$ cat config.mk
export PLATFORM = sky130hd
export DESIGN_NAME = efp_ctrl
export DESIGN_NICKNAME = d
export VERILOG_FILES = /design/src/hdl/efp_buf2.v /design/src/hdl/efp_ctrl.v
export VERILOG_INCLUDE_DIRS = /design/src /design/src/hdl
export SDC_FILE = /design/constraint.sdc
export NUM_CORES = 1
export LEC_CHECK = 0
export BUFFER_PORTS_ARGS = -buffer_cell sky130_fd_sc_hd__buf_2
export CAP_MARGIN = 40
export CORE_ASPECT_RATIO = 1.4
export CORE_MARGIN = 2
export CORE_UTILIZATION = 56
export CTS_CLUSTER_SIZE = 24
export DETAILED_ROUTE_END_ITERATION = 8
export PLACE_DENSITY_LB_ADDON = 0.15
export SYNTH_ARGS = -nofsm -noshare
export SYNTH_HDL_FRONTEND = slang
export SYNTH_SLANG_ARGS = --single-unit
$ cat constraint.sdc
create_clock -name sys_clk_i -period 3.8 [get_ports sys_clk_i]
set_input_delay 0.38 -clock sys_clk_i [delete_from_list [all_inputs] [get_ports sys_clk_i]]
set_output_delay 0.38 -clock sys_clk_i [all_outputs]
set_load 0.005 [all_outputs]
$ cat src/hdl/efp_regs.vh
// constants for the embedder front panel control block
`ifndef EFP_REGS_VH
`define EFP_REGS_VH

// ------------------------------------------------------------
// timing
// ------------------------------------------------------------
`define EFP_CLK_HZ          10000000
`define EFP_COMMIT_S        15
`define EFP_COMMIT_CYC      (`EFP_COMMIT_S * `EFP_CLK_HZ)
`define EFP_DEBOUNCE_MS     10
`define EFP_DEBOUNCE_CYC    ((`EFP_DEBOUNCE_MS * `EFP_CLK_HZ) / 1000)
`define EFP_BLINK_MS        250
`define EFP_BLINK_CYC       ((`EFP_BLINK_MS * `EFP_CLK_HZ) / 1000)
`define EFP_DELAY_MAX_MS    1000

// ------------------------------------------------------------
// modes and field codes
// ------------------------------------------------------------
`define EFP_MODE_MUX        1'b0
`define EFP_MODE_DEMUX      1'b1
`define EFP_SUB_REPLACE     1'b0
`define EFP_SUB_CASCADE     1'b1
`define EFP_REF_18          1'b0
`define EFP_REF_20          1'b1
`define EFP_GAIN_UNITY      3'h0
`define EFP_GAIN_MAX        3'h4
`define EFP_PEAK_MAX        3'h5
`define EFP_SAMPLE_W        24
`define EFP_LEVEL_W         8

// ------------------------------------------------------------
// edit sections
// ------------------------------------------------------------
`define EFP_SEC_IDLE        2'h0
`define EFP_SEC_MODE        2'h1
`define EFP_SEC_GROUP       2'h2
`define EFP_SEC_GAIN        2'h3

// ------------------------------------------------------------
// led colour codes
// ------------------------------------------------------------
`define EFP_LED_OFF         2'h0
`define EFP_LED_GREEN       2'h1
`define EFP_LED_RED         2'h2
`define EFP_LED_ORANGE      2'h3

// ------------------------------------------------------------
// stored settings layout
// ------------------------------------------------------------
`define EFP_NV_W            16
`define EFP_NV_MODE         0
`define EFP_NV_SUB          1
`define EFP_NV_REF          2
`define EFP_NV_GRP_LO       3
`define EFP_NV_GAIN_LO      5

`endif

$ cat src/hdl/efp_buf2.v
// two-entry valid/ready buffer for the audio sample path
`timescale 1ns/1ns
module efp_buf2 #(
  parameter W = 24
) (
  input  wire         sys_clk_i,
  input  wire         srst_i,
  input  wire         in_valid_i,
  output wire         in_ready_o,
  input  wire [W-1:0] in_data_i,
  output wire         out_valid_o,
  input  wire         out_ready_i,
  output wire [W-1:0] out_data_o
);
  reg [W-1:0] mem [0:1];
  reg         wp;
  reg         rp;
  reg [1:0]   cnt;
  reg         not_full;
  wire        push;
  wire        pop;

  assign in_ready_o  = not_full;
  assign out_valid_o = (cnt != 2'h0);
  assign out_data_o  = mem[rp];
  assign push        = in_valid_i & in_ready_o;
  assign pop         = out_valid_o & out_ready_i;

  always @(posedge sys_clk_i) begin
    if (srst_i) begin
      wp  <= 1'b0;
      rp  <= 1'b0;
      cnt <= 2'h0;
      not_full <= 1'b1;
    end else begin
      if (push) begin
        mem[wp] <= in_data_i;
        wp      <= ~wp;
      end
      if (pop)
        rp <= ~rp;
      if (push & ~pop) begin
        cnt      <= cnt + 2'h1;
        not_full <= (cnt != 2'h1);
      end else if (pop & ~push) begin
        cnt      <= cnt - 2'h1;
        not_full <= 1'b1;
      end
    end
  end
endmodule // efp_buf2

$ cat src/hdl/efp_ctrl.v
// front panel control and status for the audio embedder
`timescale 1ns/1ns
`include "efp_regs.vh"
module efp_ctrl #(
  parameter COMMIT_CYC   = `EFP_COMMIT_CYC,
  parameter DEBOUNCE_CYC = `EFP_DEBOUNCE_CYC,
  parameter BLINK_CYC    = `EFP_BLINK_CYC
) (
  input  wire                     sys_clk_i,
  input  wire                     srst_i,
  input  wire                     btn_mode_i,
  input  wire                     btn_right_i,
  input  wire                     btn_left_i,
  input  wire                     video_valid_i,
  input  wire                     pwr_good_i,
  input  wire [3:0]               group_present_i,
  input  wire [`EFP_NV_W-1:0]     nv_rd_data_i,
  input  wire                     nv_rd_valid_i,
  input  wire                     sub_mode_i,
  input  wire                     strip_i,
  input  wire [2:0]               peak_sel_i,
  input  wire [9:0]               delay_ms_i,
  input  wire [4*`EFP_LEVEL_W-1:0] level_db_i,
  input  wire                     smp_valid_i,
  output wire                     smp_ready_o,
  input  wire [`EFP_SAMPLE_W-1:0] smp_data_i,
  output reg                      smp_valid_o,
  input  wire                     smp_ready_i,
  output reg  [`EFP_SAMPLE_W-1:0] smp_data_o,
  output reg                      aes_dir_out_o,
  output reg                      aes_dir_valid_o,
  output reg                      src_enable_o,
  output reg                      embed_enable_o,
  output reg                      embed_cascade_o,
  output reg                      strip_audio_o,
  output reg                      strip_error_detection_packet_o,
  output reg  [1:0]               group_sel_o,
  output reg  [9:0]               delay_ms_o,
  output reg  [11:0]              pair_gain_o,
  output reg  [1:0]               led_in_o,
  output reg  [1:0]               led_mux_o,
  output reg  [1:0]               led_demux_o,
  output reg  [7:0]               led_group_o,
  output reg  [7:0]               led_vu_o,
  output reg  [7:0]               led_gain_o,
  output reg  [1:0]               led_pwr_o,
  output reg                      nv_rd_req_o,
  output reg                      nv_wr_o,
  output reg  [`EFP_NV_W-1:0]     nv_wr_data_o
);

  // ------------------------------------------------------------
  // input synchronisers and debounce
  // ------------------------------------------------------------
  reg  [2:0] btn_s1;
  reg  [2:0] btn_s2;
  reg  [2:0] btn_db;
  reg  [2:0] btn_press;
  reg  [1:0] vid_s;
  reg  [1:0] pwr_s;
  reg  [3:0] grp_s1;
  reg  [3:0] grp_s2;
  wire [2:0] btn_raw = {btn_left_i, btn_right_i, btn_mode_i};

  genvar gi;
  generate
    for (gi = 0; gi < 3; gi = gi + 1) begin : g_btn
      reg [19:0] db_cnt;
      always @(posedge sys_clk_i) begin
        if (srst_i) begin
          db_cnt        <= 20'h0;
          btn_db[gi]    <= 1'b0;
          btn_press[gi] <= 1'b0;
        end else begin
          btn_press[gi] <= 1'b0;
          if (btn_s2[gi] == btn_db[gi]) begin
            db_cnt <= 20'h0;
          end else if (db_cnt == DEBOUNCE_CYC[19:0] - 20'h1) begin
            db_cnt        <= 20'h0;
            btn_db[gi]    <= btn_s2[gi];
            btn_press[gi] <= btn_s2[gi];
          end else begin
            db_cnt <= db_cnt + 20'h1;
          end
        end
      end
    end
  endgenerate

  always @(posedge sys_clk_i) begin
    if (srst_i) begin
      btn_s1 <= 3'h0;
      btn_s2 <= 3'h0;
      vid_s  <= 2'h0;
      pwr_s  <= 2'h0;
      grp_s1 <= 4'h0;
      grp_s2 <= 4'h0;
    end else begin
      btn_s1 <= btn_raw;
      btn_s2 <= btn_s1;
      vid_s  <= {vid_s[0], video_valid_i};
      pwr_s  <= {pwr_s[0], pwr_good_i};
      grp_s1 <= group_present_i;
      grp_s2 <= grp_s1;
    end
  end

  // ------------------------------------------------------------
  // settings, restore and edit
  // ------------------------------------------------------------
  localparam ST_LOAD_REQ  = 2'h0;
  localparam ST_LOAD_WAIT = 2'h1;
  localparam ST_RUN       = 2'h2;

  reg  [1:0]  state;
  reg         mode;
  reg         ref_sel;
  reg  [1:0]  group;
  reg  [11:0] gain;
  reg  [1:0]  section;
  reg  [1:0]  pair_cur;
  reg  [31:0] commit_cnt;
  reg         pending;
  reg  [2:0]  edit_gain;
  wire        any_press = |btn_press;
  wire [2:0]  gain_cur = gain[pair_cur*3 +: 3];
  // stored gain: a step code above the limit voids every pair
  wire [11:0] gain_ld  = {1'b0, nv_rd_data_i[`EFP_NV_W-1:`EFP_NV_GAIN_LO]};
  wire        gain_bad = (gain_ld[2] & |gain_ld[1:0]) | (gain_ld[5] & |gain_ld[4:3])
                         | (gain_ld[8] & |gain_ld[7:6]) | (gain_ld[11] & |gain_ld[10:9]);

  always @(posedge sys_clk_i) begin
    if (srst_i) begin
      state       <= ST_LOAD_REQ;
      mode        <= `EFP_MODE_MUX;
      ref_sel     <= `EFP_REF_18;
      group       <= 2'h0;
      gain        <= 12'h0;
      section     <= `EFP_SEC_IDLE;
      pair_cur    <= 2'h0;
      commit_cnt  <= 32'h0;
      pending     <= 1'b0;
      nv_rd_req_o <= 1'b0;
      nv_wr_o     <= 1'b0;
      nv_wr_data_o <= 16'h0;
    end else begin
      nv_rd_req_o <= 1'b0;
      nv_wr_o     <= 1'b0;
      case (state)
        ST_LOAD_REQ: begin
          nv_rd_req_o <= 1'b1;
          state       <= ST_LOAD_WAIT;
        end
        ST_LOAD_WAIT: begin
          if (nv_rd_valid_i) begin
            mode    <= nv_rd_data_i[`EFP_NV_MODE];
            ref_sel <= nv_rd_data_i[`EFP_NV_REF];
            group   <= nv_rd_data_i[`EFP_NV_GRP_LO +: 2];
            gain    <= gain_bad ? 12'h0 : gain_ld;
            state   <= ST_RUN;
          end
        end
        default: begin
          if (btn_press[0]) begin
            section  <= (section == `EFP_SEC_GAIN) ? `EFP_SEC_MODE : section + 2'h1;
            pair_cur <= 2'h0;
          end else if (section != `EFP_SEC_IDLE && (btn_press[1] || btn_press[2])) begin
            pending    <= 1'b1;
            commit_cnt <= 32'h0;
            case (section)
              `EFP_SEC_MODE:  mode  <= ~mode;
              `EFP_SEC_GROUP: group <= btn_press[1] ? group + 2'h1 : group - 2'h1;
              default: begin
                if (btn_press[1] && gain_cur == `EFP_GAIN_MAX)
                  pair_cur <= pair_cur + 2'h1;
                else if (btn_press[1])
                  gain[pair_cur*3 +: 3] <= gain_cur + 3'h1;
                else if (gain_cur != `EFP_GAIN_UNITY)
                  gain[pair_cur*3 +: 3] <= gain_cur - 3'h1;
                else
                  pair_cur <= pair_cur - 2'h1;
              end
            endcase
          end else if (pending) begin
            if (commit_cnt == COMMIT_CYC - 1) begin
              pending      <= 1'b0;
              section      <= `EFP_SEC_IDLE;
              nv_wr_o      <= 1'b1;
              nv_wr_data_o <= {gain[10:0], group, ref_sel, sub_mode_i, mode}; // top gain bit does not fit
            end else begin
              commit_cnt <= commit_cnt + 32'h1;
            end
          end
        end
      endcase
    end
  end

  // ------------------------------------------------------------
  // blink enable
  // ------------------------------------------------------------
  reg [23:0] blink_cnt;
  reg        blink;
  always @(posedge sys_clk_i) begin
    if (srst_i) begin
      blink_cnt <= 24'h0;
      blink     <= 1'b0;
    end else if (blink_cnt == BLINK_CYC - 1) begin
      blink_cnt <= 24'h0;
      blink     <= ~blink;
    end else begin
      blink_cnt <= blink_cnt + 24'h1;
    end
  end

  // ------------------------------------------------------------
  // datapath control
  // ------------------------------------------------------------
  wire run = (state == ST_RUN);
  always @(posedge sys_clk_i) begin
    if (srst_i) begin
      aes_dir_out_o   <= 1'b0;
      aes_dir_valid_o <= 1'b0;
      src_enable_o    <= 1'b0;
      embed_enable_o  <= 1'b0;
      embed_cascade_o <= 1'b0;
      strip_audio_o   <= 1'b0;
      strip_error_detection_packet_o <= 1'b0;
      group_sel_o     <= 2'h0;
      delay_ms_o      <= 10'h0;
      pair_gain_o     <= 12'h0;
    end else begin
      aes_dir_valid_o <= run;
      aes_dir_out_o   <= run & (mode == `EFP_MODE_DEMUX);
      src_enable_o    <= run & (mode == `EFP_MODE_MUX);
      embed_enable_o  <= run & (mode == `EFP_MODE_MUX);
      embed_cascade_o <= sub_mode_i == `EFP_SUB_CASCADE;
      strip_audio_o   <= strip_i;
      strip_error_detection_packet_o <= strip_i;
      group_sel_o     <= group;
      delay_ms_o      <= (delay_ms_i > `EFP_DELAY_MAX_MS) ? 10'd1000 : delay_ms_i;
      pair_gain_o     <= gain;
    end
  end

  // ------------------------------------------------------------
  // sample path buffer
  // ------------------------------------------------------------
  wire                     b_valid;
  wire [`EFP_SAMPLE_W-1:0] b_data;
  wire                     b_ready = ~smp_valid_o | smp_ready_i;

  efp_buf2 #(.W(`EFP_SAMPLE_W)) u_buf (
    .sys_clk_i   (sys_clk_i),
    .srst_i      (srst_i),
    .in_valid_i  (smp_valid_i),
    .in_ready_o  (smp_ready_o),
    .in_data_i   (smp_data_i),
    .out_valid_o (b_valid),
    .out_ready_i (b_ready),
    .out_data_o  (b_data)
  );

  always @(posedge sys_clk_i) begin
    if (srst_i) begin
      smp_valid_o <= 1'b0;
      smp_data_o  <= 24'h0;
    end else if (b_ready) begin
      smp_valid_o <= b_valid;
      smp_data_o  <= b_data;
    end
  end

  // ------------------------------------------------------------
  // indicators
  // ------------------------------------------------------------
  // level inputs: dB below full scale per pair; threshold in same units
  wire [7:0] peak_db = (peak_sel_i > `EFP_PEAK_MAX) ? 8'h0 : {4'h0, peak_sel_i, 1'b0};
  wire [7:0] zero_vu = (ref_sel == `EFP_REF_20) ? 8'd20 : 8'd18;
  wire [7:0] m20_vu  = zero_vu + 8'd20;
  wire       blink_mode = pending & (section == `EFP_SEC_MODE) & blink;
  wire       blink_grp  = pending & (section == `EFP_SEC_GROUP) & blink;
  wire       blink_gain = pending & (section == `EFP_SEC_GAIN) & blink;
  reg  [7:0] next_vu;
  reg  [7:0] next_gain;
  reg  [7:0] next_group;
  integer    p;

  always @* begin
    next_vu    = 8'h0;
    next_gain  = 8'h0;
    next_group = 8'h0;
    for (p = 0; p < 4; p = p + 1) begin
      if (level_db_i[p*8 +: 8] <= peak_db)
        next_vu[p*2 +: 2] = `EFP_LED_RED;
      else if (level_db_i[p*8 +: 8] < zero_vu)
        next_vu[p*2 +: 2] = `EFP_LED_ORANGE;
      else if (level_db_i[p*8 +: 8] <= m20_vu)
        next_vu[p*2 +: 2] = `EFP_LED_GREEN;
      if (gain[p*3 +: 3] != `EFP_GAIN_UNITY && !(blink_gain && pair_cur == p[1:0]))
        next_gain[p*2 +: 2] = `EFP_LED_RED;
    end
    if (!blink_grp)
      next_group[group*2 +: 2] = grp_s2[group] ? `EFP_LED_GREEN : `EFP_LED_RED;
  end

  always @(posedge sys_clk_i) begin
    if (srst_i) begin
      led_in_o    <= 2'h0;
      led_mux_o   <= 2'h0;
      led_demux_o <= 2'h0;
      led_group_o <= 8'h0;
      led_vu_o    <= 8'h0;
      led_gain_o  <= 8'h0;
      led_pwr_o   <= 2'h0;
    end else begin
      led_in_o    <= vid_s[1] ? `EFP_LED_GREEN : `EFP_LED_OFF;
      led_mux_o   <= (run && mode == `EFP_MODE_MUX && !blink_mode) ? `EFP_LED_GREEN : `EFP_LED_OFF;
      led_demux_o <= (run && mode == `EFP_MODE_DEMUX && !blink_mode) ? `EFP_LED_GREEN : `EFP_LED_OFF;
      led_group_o <= run ? next_group : 8'h0;
      led_vu_o    <= next_vu;
      led_gain_o  <= next_gain;
      led_pwr_o   <= pwr_s[1] ? `EFP_LED_GREEN : `EFP_LED_OFF;
    end
  end

endmodule // efp_ctrl

## Yosys cells after proc, flatten, opt, wreduce, memory -nomap -nowiden

Memories as Yosys holds them, arrays and structs flattened. A register that Yosys moved wholly into a read port is not among the register bits.
Cells that the tools add are included.

| operators by class | value |
|---|---|
| order comparisons | 15 |
| reductions and logical operators | 54 |
| mux-type cells | 76 |
| multiply operators | 1 |
| shift operators | 6 |
| equal/unequal tests | 23 |
| add/sub/neg operators | 16 |
| bitwise gates (word level) | 31 |

Operators with widths:

| kind | count |
|---|---|
| two-way mux 32 bit | 3 |
| two-way mux 12 bit | 7 |
| indexed part select 3 x 34 -> 12 bit | 2 |
| two-way mux 2 bit | 32 |
| adder 20 x 1 -> 20 bit (second input constant) | 3 |
| equality test 20 x 17 -> 1 bit (second input constant) | 3 |
| negator 3 -> 34 bit | 1 |
| negator 4 -> 34 bit | 1 |
| variable shift 2 x 34 -> 8 bit (first input constant) | 1 |
| variable shift 3 x 34 -> 12 bit (first input constant) | 1 |
| indexed part select 2 x 34 -> 8 bit | 1 |
| adder 32 x 1 -> 32 bit (second input constant) | 1 |
| equality test 32 x 28 -> 1 bit (second input constant) | 1 |
| <= comparator 8 x 4 -> 1 bit | 4 |
| <= comparator 8 x 6 -> 1 bit | 4 |
| < comparator 8 x 5 -> 1 bit | 4 |
| bitwise mux 12 bit | 2 |
| one-hot mux 12 bit (2 select lines) | 1 |
| two-way mux 1 bit | 23 |
| nonzero test 2 bit | 11 |
| OR reduction 2 bit | 11 |
| AND reduction 5 bit | 4 |
| NOT 1 bit | 18 |
| nonzero test 3 bit | 6 |
| 36 further kinds | 77 |

| storage, ports and cells | value |
|---|---|
| bits in registers | 224 |
| input port bits | 101 |
| word-level logic and storage cells | 275 |
| output and inout bits | 107 |
| bits in writable memories | 48 |
| memories kept | 1 |

Memory list:

| memory | depth | width | rd ports | clocked after memory_dff | wr ports | line | RTL |
|---|---|---|---|---|---|---|---|
| u_buf.mem | 2 | 24 | 1 | 1 | 1 | efp_buf2.v:15 | `reg [W-1:0] mem [0:1];` |

## Logic depth before layout (Yosys ltp)

| logic depth | value |
|---|---|
| depth in word-level cells | 12 |
| depth in mapped cells | 9 |
| gate-level depth less buffers | 8 |

## Modules after synthesis

A second synthesis with hierarchy kept.

| unflattened totals | value |
|---|---|
| cells, all modules | 1245 |
| area total of the unflattened synthesis | 12396.9 um2 |

By module, submodules not included:

| module | cells each | times used | area each (um2) | sequential area each (um2) |
|---|---|---|---|---|
| efp_ctrl | 1138 | 1 | 10264.8 | 4664.5 |
| efp_buf2 | 107 | 1 | 2132.0 | 1561.5 |

## Least setup slack after synthesis

OpenSTA, ideal clock, no wires.

| path | value |
|---|---|
| path type | input port to flip-flop |
| from | in srst_i |
| to | mem u_buf.mem[0][0], enable pin |
| slack | 0.871 ns |
| buffers on the path | 2 |
| arrival time | 2.493 ns |
| stages | 3 |
| setup time | 0.435 ns |
| required time | 3.365 ns |
| cell sequence | clkbuf_1 -> buf_1 -> nor3_1 |

| on the way | value |
|---|---|
| word-level cells in the longest chain between the ends | 2 |

Ends and longest elaborated chain:

| element | line | RTL |
|---|---|---|
| start: declaration | efp_ctrl.v:10 | `input wire srst_i,` |
| two-way mux 1 bit | efp_buf2.v:30 | `if (srst_i) begin` |
| two-way mux 1 bit (not written as such) | efp_buf2.v:37 | `mem[wp] <= in_data_i;` |
| end: declaration | efp_buf2.v:15 |  |

Every way passes these cells.

## Final worst setup path

| path | value |
|---|---|
| from | reg commit_cnt[0] |
| to | reg nv_wr_data_o[12] |

| on the way | value |
|---|---|
| word-level cells in the longest chain between the ends | 2 |

Ends and longest elaborated chain:

| element | line | RTL |
|---|---|---|
| start: declaration | efp_ctrl.v:122 | `reg [31:0] commit_cnt;` |
| start signal: assignment | efp_ctrl.v:191 | `commit_cnt <= commit_cnt + 32'h1;` |
| equality test 32 x 28 -> 1 bit | efp_ctrl.v:185 | `if (commit_cnt == COMMIT_CYC - 1) begin` |
| AND reduction 5 bit (no line) | n/a |  |
| end signal: assignment | efp_ctrl.v:189 | `nv_wr_data_o <= {gain[10:0], group, ref_sel, sub_mode_i, mode};` |
| end: declaration | efp_ctrl.v:49 | `` output reg [`EFP_NV_W-1:0] nv_wr_data_o `` |

Every way passes these cells.
A chain may end at the register's enable or synchronous reset.

==> reports/metrics.cfg <==
[timing]
tightestPinTransition_ns = 0.783
maxSlewViolCount = 0
fmax_mhz = 337
setup_viol = 0
timing.final.crit_period_ns = 2.96
rsz0062_at_grt = false
maxSlewHeadroom_pct = 47.4
post-route-period-util_pct = 78.0
fin_setup_tns_ns = 0
fin_worst_skew_ns = 0.0101
hold_violations = 0

[placed_design]
gp_congestion = 0.861
port_buffers = 198
hpwlAfterDp_mm = 18.1

[clock_tree]
cts.sinks = 286
cts_setup_buffers = 0
cts_tree = done
cts_resized = 0
clk_pin_slew_ns = 0.07
clock-root-buffer = clkbuf_16
cts_hold_buffers = 0
max-clock-path-buffers = 3
htreeDepth = 1
cts_buffers = 28
clkLatencyLatePin_ns = 0.54

[critical_path]
crit_slowest_cell = nor4_4
start_kind = register
crit_required_ns = 4.21
cp_slowest_stage_delay_ns = 0.70
path_max_fanout = 12
crit_arrival_ns = 3.38
cp_num_buf_inv = 1
end_kind = register
path_cells = ha_1 > nor4b_1 > nand3_1 > nor4_4 > buf_4 > mux2i_1 > nor2_1
crit_family = simple AND/OR/NAND/NOR gates
path_class = register to register

[finish]
final_util_pct = 67.5
fillerInstances = 1654
fin_nets = 1553
multi_input_area_um2 = 5550
drive_above_1_share_pct = 19.0
syn_to_final_growth_pct = 17.9
final-seq-area_um2 = 6210

[global_routing]
grt.overflow.total = 0
grt_max_degree = 92
grt_pass1_wl_mm = 41.3
track_usage_pct = 21.8
grt_pass1_vias = 8843
antenna_found_initial = 0

[routing]
avgViaCountPerCell = 5.48
antenna_left = 0
vias = 9228
totalWireLength_mm = 25.8
dr.pass1.iters = 5
drt-initial-drc-count = 522
routedWlPerCell_um = 15.3
drc = 0

[synth]
syn_area_um2 = 12100
syn_inst = 1214
async_reset_ff_share_pct = 0
synth_seq_cells = 286
ys_top_cells_by_area = dfxtp_1, edfxtp_1, nor2_1
yosys.cell_types.count = 59
synth_flop_cell = dfxtp_1
yosysMostFrequentCell = dfxtp_1
synth.top_cell.area_share_pct = 39.2
synth_edf_count = 48
yosys-top-cells-count = dfxtp_1, nor2_1, nand2_1
yosys_warnings = 0
yosys.area.top_type = dfxtp_1
synth_seq_area_share_pct = 51.1
avgSynthCellArea_um2 = 10.0

[floorplan]
die_h_um = 178
fp-row-count = 63
die_area_um2 = 22900
die_w_um = 128
start_util_pct = 57.3
core_area_um2 = 21200
ioPinCount = 208

[power_and_ir_drop]
power.density_nw_per_um2 = 487
ir_drop_mv = 0.490
power.leakage_nw = 5.77

[status]
status = finished, final reports clean

[min_path]
hold_path_class = input pin to register

[flow_run]
maxCapViolCount = 0

==> state kept, by name (all words and copies together) (netlist names), 4 cells and up <==
name,cells
pair_gain_o,12
led_group_o,8
gain,12
grp_s1,4
grp_s2,4
commit_cnt,32
smp_data_o,24
g_btn.db_cnt,60
delay_ms_o,10
led_gain_o,4
u_buf.mem,48
nv_wr_data_o,16
led_vu_o,8
==> where the power goes <==
| group | total, mW | switching [mW] | internal, mW | leakage, nW |
|---|---|---|---|---|
| registers | 3.30 | 0.0735 | 3.23 | 2.38 |
| clock network | 2.97 | 1.14 | 1.83 | 0.487 |
| logic | 0.703 | 0.392 | 0.312 | 2.91 |
| total | 6.97 | 1.60 | 5.37 | 5.77 |
==> metrics by stage <==
stage                     std cells  hold WS [ns]  power (mW)  area, µm²  worst slack (ns)
final                          1684        0.0292        6.97      14300             0.835
after global routing           1683       0.00995        7.26      14300             0.626
after CTS                      1683        0.0105        7.04      14300             0.833
after detailed placement       1632         0.426        4.07      13300             0.978
after global placement         1632         0.416        4.05      13300              1.06
after floorplan                1221         0.413        3.82      12200             0.871
==> layout by cell type, fill, tap and decap left out, types with 9 or more instances in the layout <==
master | synthesis | final
ha_1 | 50 | 50
nand2b_1 | 15 | 14
nand3_1 | 32 | 32
nand4_1 | 31 | 31
nor2b_1 | 45 | 45
nor4b_1 | 10 | 10
a21oi_1 | 49 | 49
nor2_1 | 168 | 168
mux2i_1 | 47 | 47
and4_1 | 12 | 12
nor4_1 | 14 | 13
edfxtp_1 | 48 | 48
a21o_1 | 9 | 9
inv_1 | 40 | 40
or3_1 | 22 | 22
xnor2_1 | 32 | 32
buf_2 | 2 | 197
and2_1 | 16 | 16
xor2_1 | 47 | 47
buf_4 | 13 | 9
nand2_1 | 55 | 55
dfxtp_1 | 238 | 238
and3_1 | 20 | 20
mux2_2 | 9 | 9
clkbuf_16 | 0 | 30
nor3_1 | 23 | 22
o21ai_0 | 35 | 35
a211oi_1 | 32 | 32
==> metal layers <==
metal  wire (µm)  part of all wire, %  global-route usage (%)  vias to the layer above
met4         600                  2.3                    6.73                        0
met2       13100                   51                    38.9                      205
met3        1500                  5.8                    4.44                       47
met5           0                    0                       0                        -
li1            -                    -                       -                     4651
met1       10600                   41                    26.3                     4325
==> cells by family after synthesis <==
kind of cell    Yosys count  share of synthesized area (%)
simple gates            477                           20.2
flops                   286                           51.1
compound gates          166                           8.99
buf+inv                  96                           3.51
xor+xnor                 79                           5.70
mux                      59                           5.27
fa+ha+maj                50                           5.15
other cells               1                         0.0309
==> worst paths after layout <==
kind,depth (start not counted),start,end,slack [ns]
max,7,commit_cnt[0]$_SDFFE_PP0P_,nv_wr_data_o[12]$_SDFFE_PP0P_,0.84
min,1,smp_data_i[8],u_buf.mem[0][8]$_DFFE_PP_,0.03
max reg2reg,7,commit_cnt[0]$_SDFFE_PP0P_,nv_wr_data_o[12]$_SDFFE_PP0P_,0.84
min reg2reg,1,pwr_s[0]$_SDFF_PP0_,pwr_s[1]$_SDFF_PP0_,0.44
==> layout make-up <==
class / count / area share (%)
clock inverters: 13 / 1.37
flip-flops and latches: 286 / 43.4
inverters: 40 / 1.05
multi-input cells: 839 / 38.8
clock buffers: 38 / 5.66
well taps: 260 / 2.27
diodes: 1 / 0.0175
repair buffers: 207 / 7.50
Note: power is estimated with default switching activity, not from simulation.
